## src/lbcc_pkg.sv

```systemverilog
package lbcc_pkg;

    // ************************************************************
    // Register map (word index; byte address is four times it)
    // ************************************************************
    localparam int         WB_ADR_W     = 10;
    localparam int         REG_IDX_LSB  = 2;
    localparam logic [7:0] FEAT3_IDX    = 8'had;
    localparam logic [7:0] CACHE2_IDX   = 8'hd1;
    localparam logic [7:0] STATUS_IDX   = 8'hf0;
    localparam logic [7:0] FEAT3_RST    = 8'h00;
    localparam logic [7:0] CACHE2_RST   = 8'h41;
    localparam int         ADS_LATCH_BIT = 6;
    localparam int         RDY_DIRECT_BIT = 0;
    localparam int         RECLAIM_BIT  = 7;

    // ************************************************************
    // Types
    // ************************************************************
    typedef struct packed {
        logic                cyc;
        logic                stb;
        logic                we;
        logic [WB_ADR_W-1:0] adr;
        logic [3:0]          sel;
        logic [31:0]         dat;
    } wb_req_s;

    typedef struct packed {
        logic mem_io;
        logic wr_rd;
        logic data_code;
    } cyc_type_s;

    typedef struct packed {
        logic ior_n;
        logic iow_n;
        logic memr_n;
        logic memw_n;
    } isa_strb_s;

    typedef enum logic [2:0] {
        CY_IDLE  = 3'b000,
        CY_LATCH = 3'b001,
        CY_T2    = 3'b010,
        CY_LOCAL = 3'b011,
        CY_ISA   = 3'b100,
        CY_DRAM  = 3'b101
    } cyc_state_e;

    typedef enum logic [2:0] {
        ARB_IDLE = 3'b000,
        ARB_HOLD = 3'b001,
        ARB_RFSH = 3'b010,
        ARB_DMA  = 3'b011,
        ARB_LBM  = 3'b100
    } arb_state_e;

endpackage

```

## src/cfg_regs.sv

```systemverilog
`timescale 1ns/1ns
`default_nettype none
module cfg_regs
    import lbcc_pkg::*;
(
    input  wire logic       sys_clk,
    input  wire logic       rst,
    input  wire wb_req_s    wb_req,
    input  wire logic [7:0] status,
    output logic [31:0]     wb_dat_o,
    output logic            wb_ack_o,
    output logic [7:0]      feat3,
    output logic [7:0]      cache2
);

    logic [7:0] idx;
    logic       req;
    assign idx = wb_req.adr[WB_ADR_W-1:REG_IDX_LSB];
    assign req = wb_req.cyc & wb_req.stb;

    // Ack drops the cycle after it is given, so back to back needs a gap
    always_ff @(posedge sys_clk) begin
        if (rst) begin
            wb_ack_o <= 1'b0;
        end else begin
            wb_ack_o <= req & ~wb_ack_o;
        end
    end

    always_ff @(posedge sys_clk) begin
        if (rst) begin
            wb_dat_o <= 32'h0000_0000;
        end else if (req & ~wb_ack_o) begin
            unique case (idx)
                FEAT3_IDX:  wb_dat_o <= {24'h000000, feat3};
                CACHE2_IDX: wb_dat_o <= {24'h000000, cache2};
                STATUS_IDX: wb_dat_o <= {24'h000000, status};
                default:    wb_dat_o <= 32'h0000_0000;
            endcase
        end
    end

    // Write lands on the edge where the master sees ack
    always_ff @(posedge sys_clk) begin
        if (rst) begin
            feat3  <= FEAT3_RST;
            cache2 <= CACHE2_RST;
        end else if (req & wb_ack_o & wb_req.we & wb_req.sel[0]) begin
            if (idx == FEAT3_IDX) begin
                feat3 <= wb_req.dat[7:0];
            end
            if (idx == CACHE2_IDX) begin
                cache2 <= wb_req.dat[7:0];
            end
        end
    end

endmodule // cfg_regs
`default_nettype wire

```

## src/hold_arbiter.sv

```systemverilog
`timescale 1ns/1ns
`default_nettype none
module hold_arbiter
    import lbcc_pkg::*;
#(
    parameter int N_DMA = 4
) (
    input  wire logic             sys_clk,
    input  wire logic             rst,
    input  wire logic             rfsh_req,
    input  wire logic             rfsh_done,
    input  wire logic [N_DMA-1:0] drq,
    input  wire logic             dma_to_mem,
    input  wire logic             lreq_n,
    input  wire logic             hlda,
    output logic                  hold,
    output logic [N_DMA-1:0]      dack_n,
    output isa_strb_s             strb,
    output logic                  lgnt_n,
    output logic                  rfsh_run,
    output arb_state_e            state
);

    if (N_DMA < 1 || N_DMA > 8) begin : g_chk
        $error("hold_arbiter: N_DMA must be 1..8");
    end

    function automatic logic [N_DMA-1:0] lowest(input logic [N_DMA-1:0] v);
        logic [N_DMA-1:0] r;
        r = v & (~v + N_DMA'(1));
        return r;
    endfunction

    arb_state_e       target;
    arb_state_e       next_state;
    logic [N_DMA-1:0] chan;
    logic             pend;
    logic             rfsh_due;
    logic             rfsh_taken;

    // A request on the owner's last cycle goes straight to refresh, not through idle
    assign rfsh_due   = pend | rfsh_req;
    assign rfsh_taken = (next_state == ARB_RFSH) & ((state == ARB_DMA) | (state == ARB_LBM));

    // Refresh stays latched while another owner holds the bus; set wins
    // unless that same request is being served at this edge
    always_ff @(posedge sys_clk) begin
        if (rst) begin
            pend <= 1'b0;
        end else if (rfsh_req & ~rfsh_taken) begin
            pend <= 1'b1;
        end else if (next_state == ARB_RFSH) begin
            pend <= 1'b0;
        end
    end

    always_comb begin
        next_state = state;
        unique case (state)
            ARB_IDLE: if (pend | rfsh_req | (|drq) | ~lreq_n) next_state = ARB_HOLD;
            ARB_HOLD: if (hlda) next_state = target;
            ARB_RFSH: if (rfsh_done) next_state = ARB_IDLE;
            ARB_DMA:  if (~|(drq & chan)) next_state = rfsh_due ? ARB_RFSH : ARB_IDLE;
            ARB_LBM:  if (lreq_n) next_state = rfsh_due ? ARB_RFSH : ARB_IDLE;
            default:  next_state = ARB_IDLE;
        endcase
    end

    // First come first served: the choice is fixed when hold is raised
    always_ff @(posedge sys_clk) begin
        if (rst) begin
            state  <= ARB_IDLE;
            target <= ARB_IDLE;
            chan   <= '0;
        end else begin
            state <= next_state;
            if (state == ARB_IDLE) begin
                if (pend | rfsh_req) begin
                    target <= ARB_RFSH;
                end else if (|drq) begin
                    target <= ARB_DMA;
                    chan   <= lowest(drq);
                end else begin
                    target <= ARB_LBM;
                end
            end
        end
    end

    always_ff @(posedge sys_clk) begin
        if (rst) begin
            hold     <= 1'b0;
            dack_n   <= '1;
            strb     <= '1;
            lgnt_n   <= 1'b1;
            rfsh_run <= 1'b0;
        end else begin
            hold     <= next_state != ARB_IDLE;
            rfsh_run <= next_state == ARB_RFSH;
            lgnt_n   <= next_state != ARB_LBM;
            dack_n   <= (next_state == ARB_DMA) ? ~chan : '1;
            strb.ior_n  <= ~((next_state == ARB_DMA) & dma_to_mem);
            strb.memw_n <= ~((next_state == ARB_DMA) & dma_to_mem);
            strb.iow_n  <= ~((next_state == ARB_DMA) & ~dma_to_mem);
            strb.memr_n <= ~((next_state == ARB_DMA) & ~dma_to_mem);
        end
    end

endmodule // hold_arbiter
`default_nettype wire

```

## src/local_bus_cycle_control.sv

```systemverilog
`timescale 1ns/1ns
`default_nettype none
module local_bus_cycle_control
    import lbcc_pkg::*;
#(
    parameter int N_DMA = 4
) (
    input  wire logic                sys_clk,
    input  wire logic                rst,
    // Wishbone slave
    input  wire logic                wb_cyc_i,
    input  wire logic                wb_stb_i,
    input  wire logic                wb_we_i,
    input  wire logic [WB_ADR_W-1:0] wb_adr_i,
    input  wire logic [3:0]          wb_sel_i,
    input  wire logic [31:0]         wb_dat_i,
    output logic [31:0]              wb_dat_o,
    output logic                     wb_ack_o,
    // Processor cycle side
    input  wire logic                ads_n,
    input  wire cyc_type_s           cyc_type_in,
    input  wire logic                in_dram_range,
    input  wire logic                ldev_n,
    input  wire logic                local_ready_input_n,
    input  wire logic                blast_n,
    input  wire logic                dram_xfer_done,
    input  wire logic                isa_done,
    output logic                     rdy_n,
    output logic                     brdy_n,
    output logic                     isa_start,
    output logic                     dram_start,
    output cyc_type_s                cycle_type,
    // Bus ownership side
    input  wire logic                rfsh_req,
    input  wire logic                rfsh_done,
    input  wire logic [N_DMA-1:0]    drq,
    input  wire logic                dma_to_mem,
    input  wire logic                lreq_n,
    input  wire logic                hlda,
    output logic                     hold,
    output logic [N_DMA-1:0]         dack_n,
    output isa_strb_s                isa_strb,
    output logic                     lgnt_n,
    output logic                     rfsh_run
);

    // ************************************************************
    // Configuration registers
    // ************************************************************
    wb_req_s    wb_req;
    logic [7:0] feat3;
    logic [7:0] cache2;
    logic [7:0] status;
    arb_state_e arb_state;
    cyc_state_e state;

    assign wb_req = '{cyc: wb_cyc_i, stb: wb_stb_i, we: wb_we_i,
                      adr: wb_adr_i, sel: wb_sel_i, dat: wb_dat_i};
    assign status = {1'b0, arb_state, 1'b0, state};

    cfg_regs u_regs (
        .sys_clk  (sys_clk),
        .rst      (rst),
        .wb_req   (wb_req),
        .status   (status),
        .wb_dat_o (wb_dat_o),
        .wb_ack_o (wb_ack_o),
        .feat3    (feat3),
        .cache2   (cache2)
    );

    logic latch_mode;
    logic ready_direct;
    logic reclaim_en;
    assign latch_mode   = cache2[ADS_LATCH_BIT];
    assign ready_direct = feat3[RDY_DIRECT_BIT];
    assign reclaim_en   = feat3[RECLAIM_BIT];

    // ************************************************************
    // Cycle sequencing
    // ************************************************************
    logic local_ready;
    logic claim_lost;
    logic to_isa;
    logic ready_latched;
    assign local_ready = (state == CY_LOCAL) & ~local_ready_input_n;
    // Without the reclaim bit a vanished claim hangs the bus by design
    assign claim_lost  = (state == CY_LOCAL) & local_ready_input_n
                         & ldev_n & reclaim_en;
    assign to_isa      = ((state == CY_T2) & ~in_dram_range & ldev_n) | claim_lost;

    always_ff @(posedge sys_clk) begin
        if (rst) begin
            state <= CY_IDLE;
        end else begin
            unique case (state)
                CY_IDLE: begin
                    if (!ads_n) begin
                        state <= latch_mode ? CY_LATCH : CY_T2;
                    end
                end
                CY_LATCH: state <= CY_T2;
                CY_T2: begin
                    if (in_dram_range) begin
                        state <= CY_DRAM;
                    end else if (!ldev_n) begin
                        state <= CY_LOCAL;
                    end else begin
                        state <= CY_ISA;
                    end
                end
                CY_LOCAL: begin
                    if (local_ready) begin
                        state <= CY_IDLE;
                    end else if (claim_lost) begin
                        state <= CY_ISA;
                    end
                end
                CY_ISA: begin
                    if (isa_done) begin
                        state <= CY_IDLE;
                    end
                end
                CY_DRAM: begin
                    if (dram_xfer_done && !blast_n) begin
                        state <= CY_IDLE;
                    end
                end
                default: state <= CY_IDLE;
            endcase
        end
    end

    // Early capture saves a clock but relies on tight ADS timing
    always_ff @(posedge sys_clk) begin
        if (rst) begin
            cycle_type <= '0;
        end else if ((state == CY_IDLE) && !ads_n && !latch_mode) begin
            cycle_type <= cyc_type_in;
        end else if (state == CY_LATCH) begin
            cycle_type <= cyc_type_in;
        end
    end

    always_ff @(posedge sys_clk) begin
        if (rst) begin
            isa_start  <= 1'b0;
            dram_start <= 1'b0;
        end else begin
            isa_start  <= to_isa;
            dram_start <= (state == CY_T2) & in_dram_range;
        end
    end

    // ************************************************************
    // Ready paths
    // ************************************************************
    always_ff @(posedge sys_clk) begin
        if (rst) begin
            ready_latched <= 1'b0;
        end else begin
            ready_latched <= local_ready & ~ready_direct;
        end
    end

    always_ff @(posedge sys_clk) begin
        if (rst) begin
            rdy_n <= 1'b1;
        end else begin
            rdy_n <= ~((local_ready & ready_direct) | ready_latched
                       | ((state == CY_ISA) & isa_done));
        end
    end

    always_ff @(posedge sys_clk) begin
        if (rst) begin
            brdy_n <= 1'b1;
        end else begin
            brdy_n <= ~((state == CY_DRAM) & dram_xfer_done);
        end
    end

    // ************************************************************
    // Bus ownership
    // ************************************************************
    hold_arbiter #(
        .N_DMA (N_DMA)
    ) u_arb (
        .sys_clk    (sys_clk),
        .rst        (rst),
        .rfsh_req   (rfsh_req),
        .rfsh_done  (rfsh_done),
        .drq        (drq),
        .dma_to_mem (dma_to_mem),
        .lreq_n     (lreq_n),
        .hlda       (hlda),
        .hold       (hold),
        .dack_n     (dack_n),
        .strb       (isa_strb),
        .lgnt_n     (lgnt_n),
        .rfsh_run   (rfsh_run),
        .state      (arb_state)
    );

    // ************************************************************
    // Assertions
    // ************************************************************
    AST_EARLY_DECODE: assert property (@(posedge sys_clk) disable iff (rst)
        (state == CY_IDLE) && !ads_n && !latch_mode
        |=> (state == CY_T2) && (cycle_type == $past(cyc_type_in)))
        else $error("early decode missed");

    AST_LATCH_DECODE: assert property (@(posedge sys_clk) disable iff (rst)
        (state == CY_IDLE) && !ads_n && latch_mode
        |=> (state == CY_LATCH) ##1 (state == CY_T2))
        else $error("latched decode sequence wrong");

    AST_RESET_LATCH: assert property (@(posedge sys_clk)
        $fell(rst) |-> latch_mode && (state == CY_IDLE))
        else $error("latched sampling not default");

    AST_CLAIM: assert property (@(posedge sys_clk) disable iff (rst)
        (state == CY_T2) && !in_dram_range && !ldev_n
        |=> (state == CY_LOCAL) && !isa_start)
        else $error("claim not honoured");

    AST_TO_ISA: assert property (@(posedge sys_clk) disable iff (rst)
        (state == CY_T2) && !in_dram_range && ldev_n
        |=> (state == CY_ISA) && isa_start ##1 !isa_start)
        else $error("unclaimed cycle not forwarded");

    AST_DRAM_IGNORE: assert property (@(posedge sys_clk) disable iff (rst)
        (state == CY_T2) && in_dram_range |=> (state == CY_DRAM) && dram_start)
        else $error("claim not ignored in DRAM range");

    AST_WAIT: assert property (@(posedge sys_clk) disable iff (rst)
        (state == CY_LOCAL) && !reclaim_en && local_ready_input_n
        |=> (state == CY_LOCAL) && rdy_n)
        else $error("claimed cycle left without ready");

    AST_RECLAIM: assert property (@(posedge sys_clk) disable iff (rst)
        (state == CY_LOCAL) && reclaim_en && ldev_n && local_ready_input_n
        |=> (state == CY_ISA) && isa_start)
        else $error("dropped claim not reclaimed");

    AST_NO_TIMEOUT: assert property (@(posedge sys_clk) disable iff (rst)
        (state == CY_LOCAL) && !ldev_n && local_ready_input_n
        |=> state == CY_LOCAL)
        else $error("claim left while still asserted");

    AST_RDY_DIRECT: assert property (@(posedge sys_clk) disable iff (rst)
        local_ready && ready_direct |=> !rdy_n ##1 rdy_n)
        else $error("direct ready not same clock");

    AST_RDY_SYNC: assert property (@(posedge sys_clk) disable iff (rst)
        local_ready && !ready_direct |=> rdy_n ##1 !rdy_n)
        else $error("latched ready not next clock");

    AST_ISA_RDY: assert property (@(posedge sys_clk) disable iff (rst)
        (state == CY_ISA) && isa_done |=> !rdy_n ##1 rdy_n)
        else $error("ISA end ready missing");

    AST_GRANT_AFTER_HLDA: assert property (@(posedge sys_clk) disable iff (rst)
        $fell(lgnt_n) || $rose(rfsh_run) || ($past(&dack_n) && !(&dack_n))
        |-> $past(hlda) && hold)
        else $error("grant before HLDA");

    // ************************************************************
    // Ownership and burst checks
    // ************************************************************

    AST_HOLD_NO_GRANT: assert property (@(posedge sys_clk) disable iff (rst)
        (arb_state == ARB_HOLD) |-> hold && (&dack_n) && lgnt_n && !rfsh_run)
        else $error("grant while waiting for HLDA");

    AST_RFSH_OWNS: assert property (@(posedge sys_clk) disable iff (rst)
        (arb_state == ARB_RFSH) |-> rfsh_run && hold && (&dack_n) && lgnt_n)
        else $error("refresh owner outputs wrong");

    AST_DMA_STROBES: assert property (@(posedge sys_clk) disable iff (rst)
        (arb_state == ARB_DMA) |-> $onehot(~dack_n)
        && (isa_strb.ior_n == !$past(dma_to_mem)) && (isa_strb.memw_n == isa_strb.ior_n)
        && (isa_strb.iow_n == $past(dma_to_mem)) && (isa_strb.memr_n == isa_strb.iow_n))
        else $error("DMA acknowledge or strobe pair wrong");

    AST_LBM_GRANT: assert property (@(posedge sys_clk) disable iff (rst)
        (arb_state == ARB_LBM) |-> !lgnt_n && hold && (&dack_n) && !rfsh_run)
        else $error("local master grant wrong");

    AST_RFSH_QUEUED: assert property (@(posedge sys_clk) disable iff (rst)
        ((arb_state == ARB_DMA) || (arb_state == ARB_LBM)) && rfsh_req
        |=> hold && (arb_state != ARB_IDLE) && (arb_state != ARB_HOLD))
        else $error("refresh behind an owner not kept");

    AST_RDY_ONE: assert property (@(posedge sys_clk) disable iff (rst)
        !rdy_n |=> rdy_n)
        else $error("CPU ready longer than one clock");

    AST_BURST_NEXT: assert property (@(posedge sys_clk) disable iff (rst)
        (state == CY_DRAM) && dram_xfer_done && blast_n |=> !brdy_n && (state == CY_DRAM))
        else $error("burst transfer ready missing");

    AST_BURST_LAST: assert property (@(posedge sys_clk) disable iff (rst)
        (state == CY_DRAM) && dram_xfer_done && !blast_n |=> !brdy_n && (state == CY_IDLE))
        else $error("last burst transfer not ended");

    COV_LBM: cover property (@(posedge sys_clk) disable iff (rst)
        (arb_state == ARB_LBM));
    COV_LOCAL: cover property (@(posedge sys_clk) disable iff (rst)
        (state == CY_LOCAL) ##[1:20] !rdy_n);
    COV_RECLAIM: cover property (@(posedge sys_clk) disable iff (rst)
        claim_lost);
    COV_ISA: cover property (@(posedge sys_clk) disable iff (rst)
        (state == CY_ISA) && isa_done);
    COV_RFSH_AFTER_DMA: cover property (@(posedge sys_clk) disable iff (rst)
        (arb_state == ARB_DMA) ##1 (arb_state == ARB_RFSH));

endmodule // local_bus_cycle_control
`default_nettype wire

```

## config.mk

```make
export PLATFORM = sky130hd
export DESIGN_NAME = local_bus_cycle_control
export DESIGN_NICKNAME = d
export VERILOG_FILES = /design/src/lbcc_pkg.sv /design/src/cfg_regs.sv /design/src/hold_arbiter.sv /design/src/local_bus_cycle_control.sv
export SDC_FILE = /design/constraint.sdc
export NUM_CORES = 1
export LEC_CHECK = 0
export BUFFER_PORTS_ARGS = -buffer_cell sky130_fd_sc_hd__buf_2
export CAP_MARGIN = 20
export CORE_UTILIZATION = 44
export CTS_BUF_LIST = sky130_fd_sc_hd__clkbuf_4 sky130_fd_sc_hd__clkbuf_8
export DETAILED_ROUTE_END_ITERATION = 6
export PLACE_DENSITY = 0.82
export SLEW_MARGIN = 15
export SYNTH_ARGS = -nofsm -noshare
export SYNTH_HDL_FRONTEND = slang
export SYNTH_SLANG_ARGS = --single-unit
```

## constraint.sdc

```tcl
create_clock -name sys_clk -period 1.4 [get_ports sys_clk]
set_input_delay 0.28 -clock sys_clk [delete_from_list [all_inputs] [get_ports sys_clk]]
set_output_delay 0.28 -clock sys_clk [all_outputs]
set_load 0.02 [all_outputs]
```

==> results.yml <==
outcome:
  outcome: "finished with violations"
  violations: "setup timing"
synthesis:
  yosysWarnings: 0
  seq_area_frac_synth_pct: 40.4
  synth-xor-area-share_pct: 0.315
  ys_seq_elements: 56
  yosysTopAreaCellShare_pct: 40.4
  syn_avg_cell_area_um2: 9.08
  ys.flop_type: "dfxtp_1"
  synth-edff-count: 0
  yosys.area_share.adder_pct: 0
  yosys.area_share.simple_pct: 26.9
  yosysUniqueCellTypes: 64
  synth_top_family_by_area: "simple AND/OR/NAND/NOR gates"
  synth.area.top_cells: "dfxtp_1 40%, buf_4 7.8%, a21oi_1 4.9%, nand3_1 3.8%, nand2_1 2.8%"
  syn_area_um2: 2780
  synth_compound_area_share_pct: 18.6
  synthArstFlopShare_pct: 0
  synthCells: 306
  synth.mux.area_fraction_pct: 1.44
  yosysTopAreaCell: "dfxtp_1"
critical_path:
  path_max_fanout: 4
  path_cells: "or3_4 > a21oi_2 > nor4_2 > buf_4 > a311oi_2"
  cp.buffers_inverters: 1
  worstSetupStartpointType: "register"
  rr_endpoint: "u_arb.pend"
  critPathArrivalTime_ns: 1.78
  cp-startpoint: "u_arb.state[1]"
  critPathMaxStageDelay_ns: 0.41
  required_ns: 1.62
  critPathKind: "register to register"
  end_kind: "register"
  rrSetupSlack_ns: -0.16
  r2r_cells: 5
  cp_top_family: "simple AND/OR/NAND/NOR gates"
  crit_slowest_cell: "or3_4"
  r2r-start: "u_arb.state[1]"
sta:
  period_share_pct: 111
  whs_ns: 0.171
  layout_setup_ws_ns: -0.159
  setup_violations: 15
  hold_viol_final: 0
  max_freq_mhz: 641
  skew_ns: 0.00794
  min_period_ns: 1.56
  rsz0062_at_grt: "yes"
  drv_slew: 0
floorplan:
  die_area_um2: 6630
  ios: 121
  rows: 28
  die_h_um: 81.5
  start_util_pct: 46.4
  core-area_um2: 5990
  die_x_um: 81.5
cells_and_area:
  multi_input_area_um2: 1530
  drive_above_1_share_pct: 39.6
  final_util_pct: 61.0
  antenna_cells: 0
  syn2layout_area_growth_pct: 31.5
  regArea_um2: 1130
  fill_cells: 521
  final_common_cell: "buf_2"
  num-nets-final: 486
  layout_common_cells: "67 x buf_2, 52 x dfxtp_1, 49 x buf_4"
clocking:
  cts-htree-levels: 2
  cts.sinks: 56
  clk_pin_slew_worst_paths_ns: 0.10
  cts_hold_buffers: 0
  clk_latency_ns: 0.31
  root_buffer: "clkbuf_8"
  cts_tree: "done"
  cts-buffers-inserted: 5
  clock_tree.buffer_depth: 2
routing:
  first_pass_iters: 4
  wirelength_um: 7140
  antenna_left: 0
  drtIter0Drc: 134
  vias: 2690
  routedWlPerCell_um: 14.5
  viasPerCell: 5.47
  post-route-drc-count: 0
worst_hold_path:
  timing.hold.worst_path_depth: 2
  holdCritPathClass: "input port to register"
  hold_start: "dma_to_mem"
  hold_end: "u_arb.strb[2]"
placement:
  pre_cts_slack_ns: -0.275
  hpwlAfterDp_um: 5070
  portBuffers: 67
  routabilityCongestion: 0.875
global_route:
  groute.usage.overall_pct: 22.5
  grt_antenna_before_repair: 0
  grt_pass1_vias: 2579
  grt_max_degree: 26
  grt_overflow_total: 0
  grt_pass1_wl_um: 11500
flow_run:
  maxCapViolations: 0
power_and_ir_drop:
  cellLeakagePower_nw: 1.51
  power_density_nw_per_um2: 917
  irDropWorstVdd_mv: 0.566
  power.total_mw: 3.35
area by class of cell:
class | instances | share of cell area, %
Clock buffer | 5 | 1.88
Tap cell | 75 | 2.57
Multi-Input combinational cell | 222 | 41.9
Inverter | 10 | 1.03
Sequential cell | 56 | 31.0
Timing Repair Buffer | 121 | 21.0
Clock inverter | 3 | 0.514
worst max-delay path by stage:
| stage | endpoint | depth (start not counted) |
|---|---|---|
| floorplan | u_arb.strb[2] | 6 |
| global placement | u_regs.cache2[6] | 6 |
| detailed placement | u_arb.dack_n[3] | 5 |
| CTS | u_arb.target[2] | 6 |
| global route | u_arb.chan[3] | 5 |
| finish | u_arb.pend | 5 |
layer usage:
metal	wire length, um	global-route usage (%)
met5	0	0
met1	2920	25.3
met2	3630	40.3
met3	435	5.11
met4	151	9.46
cells by family after synthesis:
| kind of cell | Yosys count |
|---|---|
| AO/OA/AOI/OAI | 72 |
| XOR/XNOR | 1 |
| buffers and inverters | 51 |
| flip-flops | 56 |
| multiplexers | 4 |
| other | 1 |
| AND/OR/NAND/NOR | 121 |
timing repair:
| item | 4_1_cts | 5_1_grt |
|---|---|---|
| setup endpoints to repair | 18 | 33 |
| hold endpoints to repair | 0 | 0 |
| buffers inserted | 7 | 1 |
| gates resized for setup | 17 | 19 |
| pin swaps | 16 | 13 |
flip-flops by register name, indices dropped and copies added (netlist names), 2 cells and up:
signal	cells
u_regs.feat3	8
u_arb.dack_n	4
u_arb.target	3
state	3
cycle_type	3
u_arb.strb	2
u_arb.chan	4
u_arb.state	3
u_regs.cache2	8
u_regs.wb_dat_o	8
cell usage after synthesis (2+ instances only):
cell	instances
buf_4	29
inv_1	10
mux2i_1	4
nand4_1	11
nor2b_1	3
clkbuf_1	3
a311o_1	2
buf_6	2
clkbuf_8	2
buf_2	4
a221o_1	6
nor4_1	8
o21ai_0	9
nand3_1	21
a22o_1	6
and2_1	4
and4_1	2
nand4b_1	4
and3_1	3
dfxtp_1	56
nor3b_1	2
nand2b_1	4
nor3_1	4
nor2_1	11
a21oi_1	27
nand3b_1	4
a22oi_1	2
or3_1	3
a2bb2oi_1	2
o221ai_1	3
nand2_1	21
nand4bb_1	2
where the power goes:
| part | switching, mW | internal, mW | total (mW) |
|---|---|---|---|
| Combinational | 0.426 | 0.347 | 0.773 |
| Sequential | 0.0499 | 1.65 | 1.70 |
| Clock | 0.531 | 0.350 | 0.881 |
metrics by stage:
step | TNS [ns] | std cells | instance area (um2)
detailed placement | -4.83 | 476 | 3350
global route | -2.59 | 492 | 3650
global placement | -3.43 | 476 | 3350
floorplan | -0.0311 | 329 | 2870
finish | -1.54 | 492 | 3650
CTS | -1.60 | 491 | 3550
(Power assumes the default switching activity.)
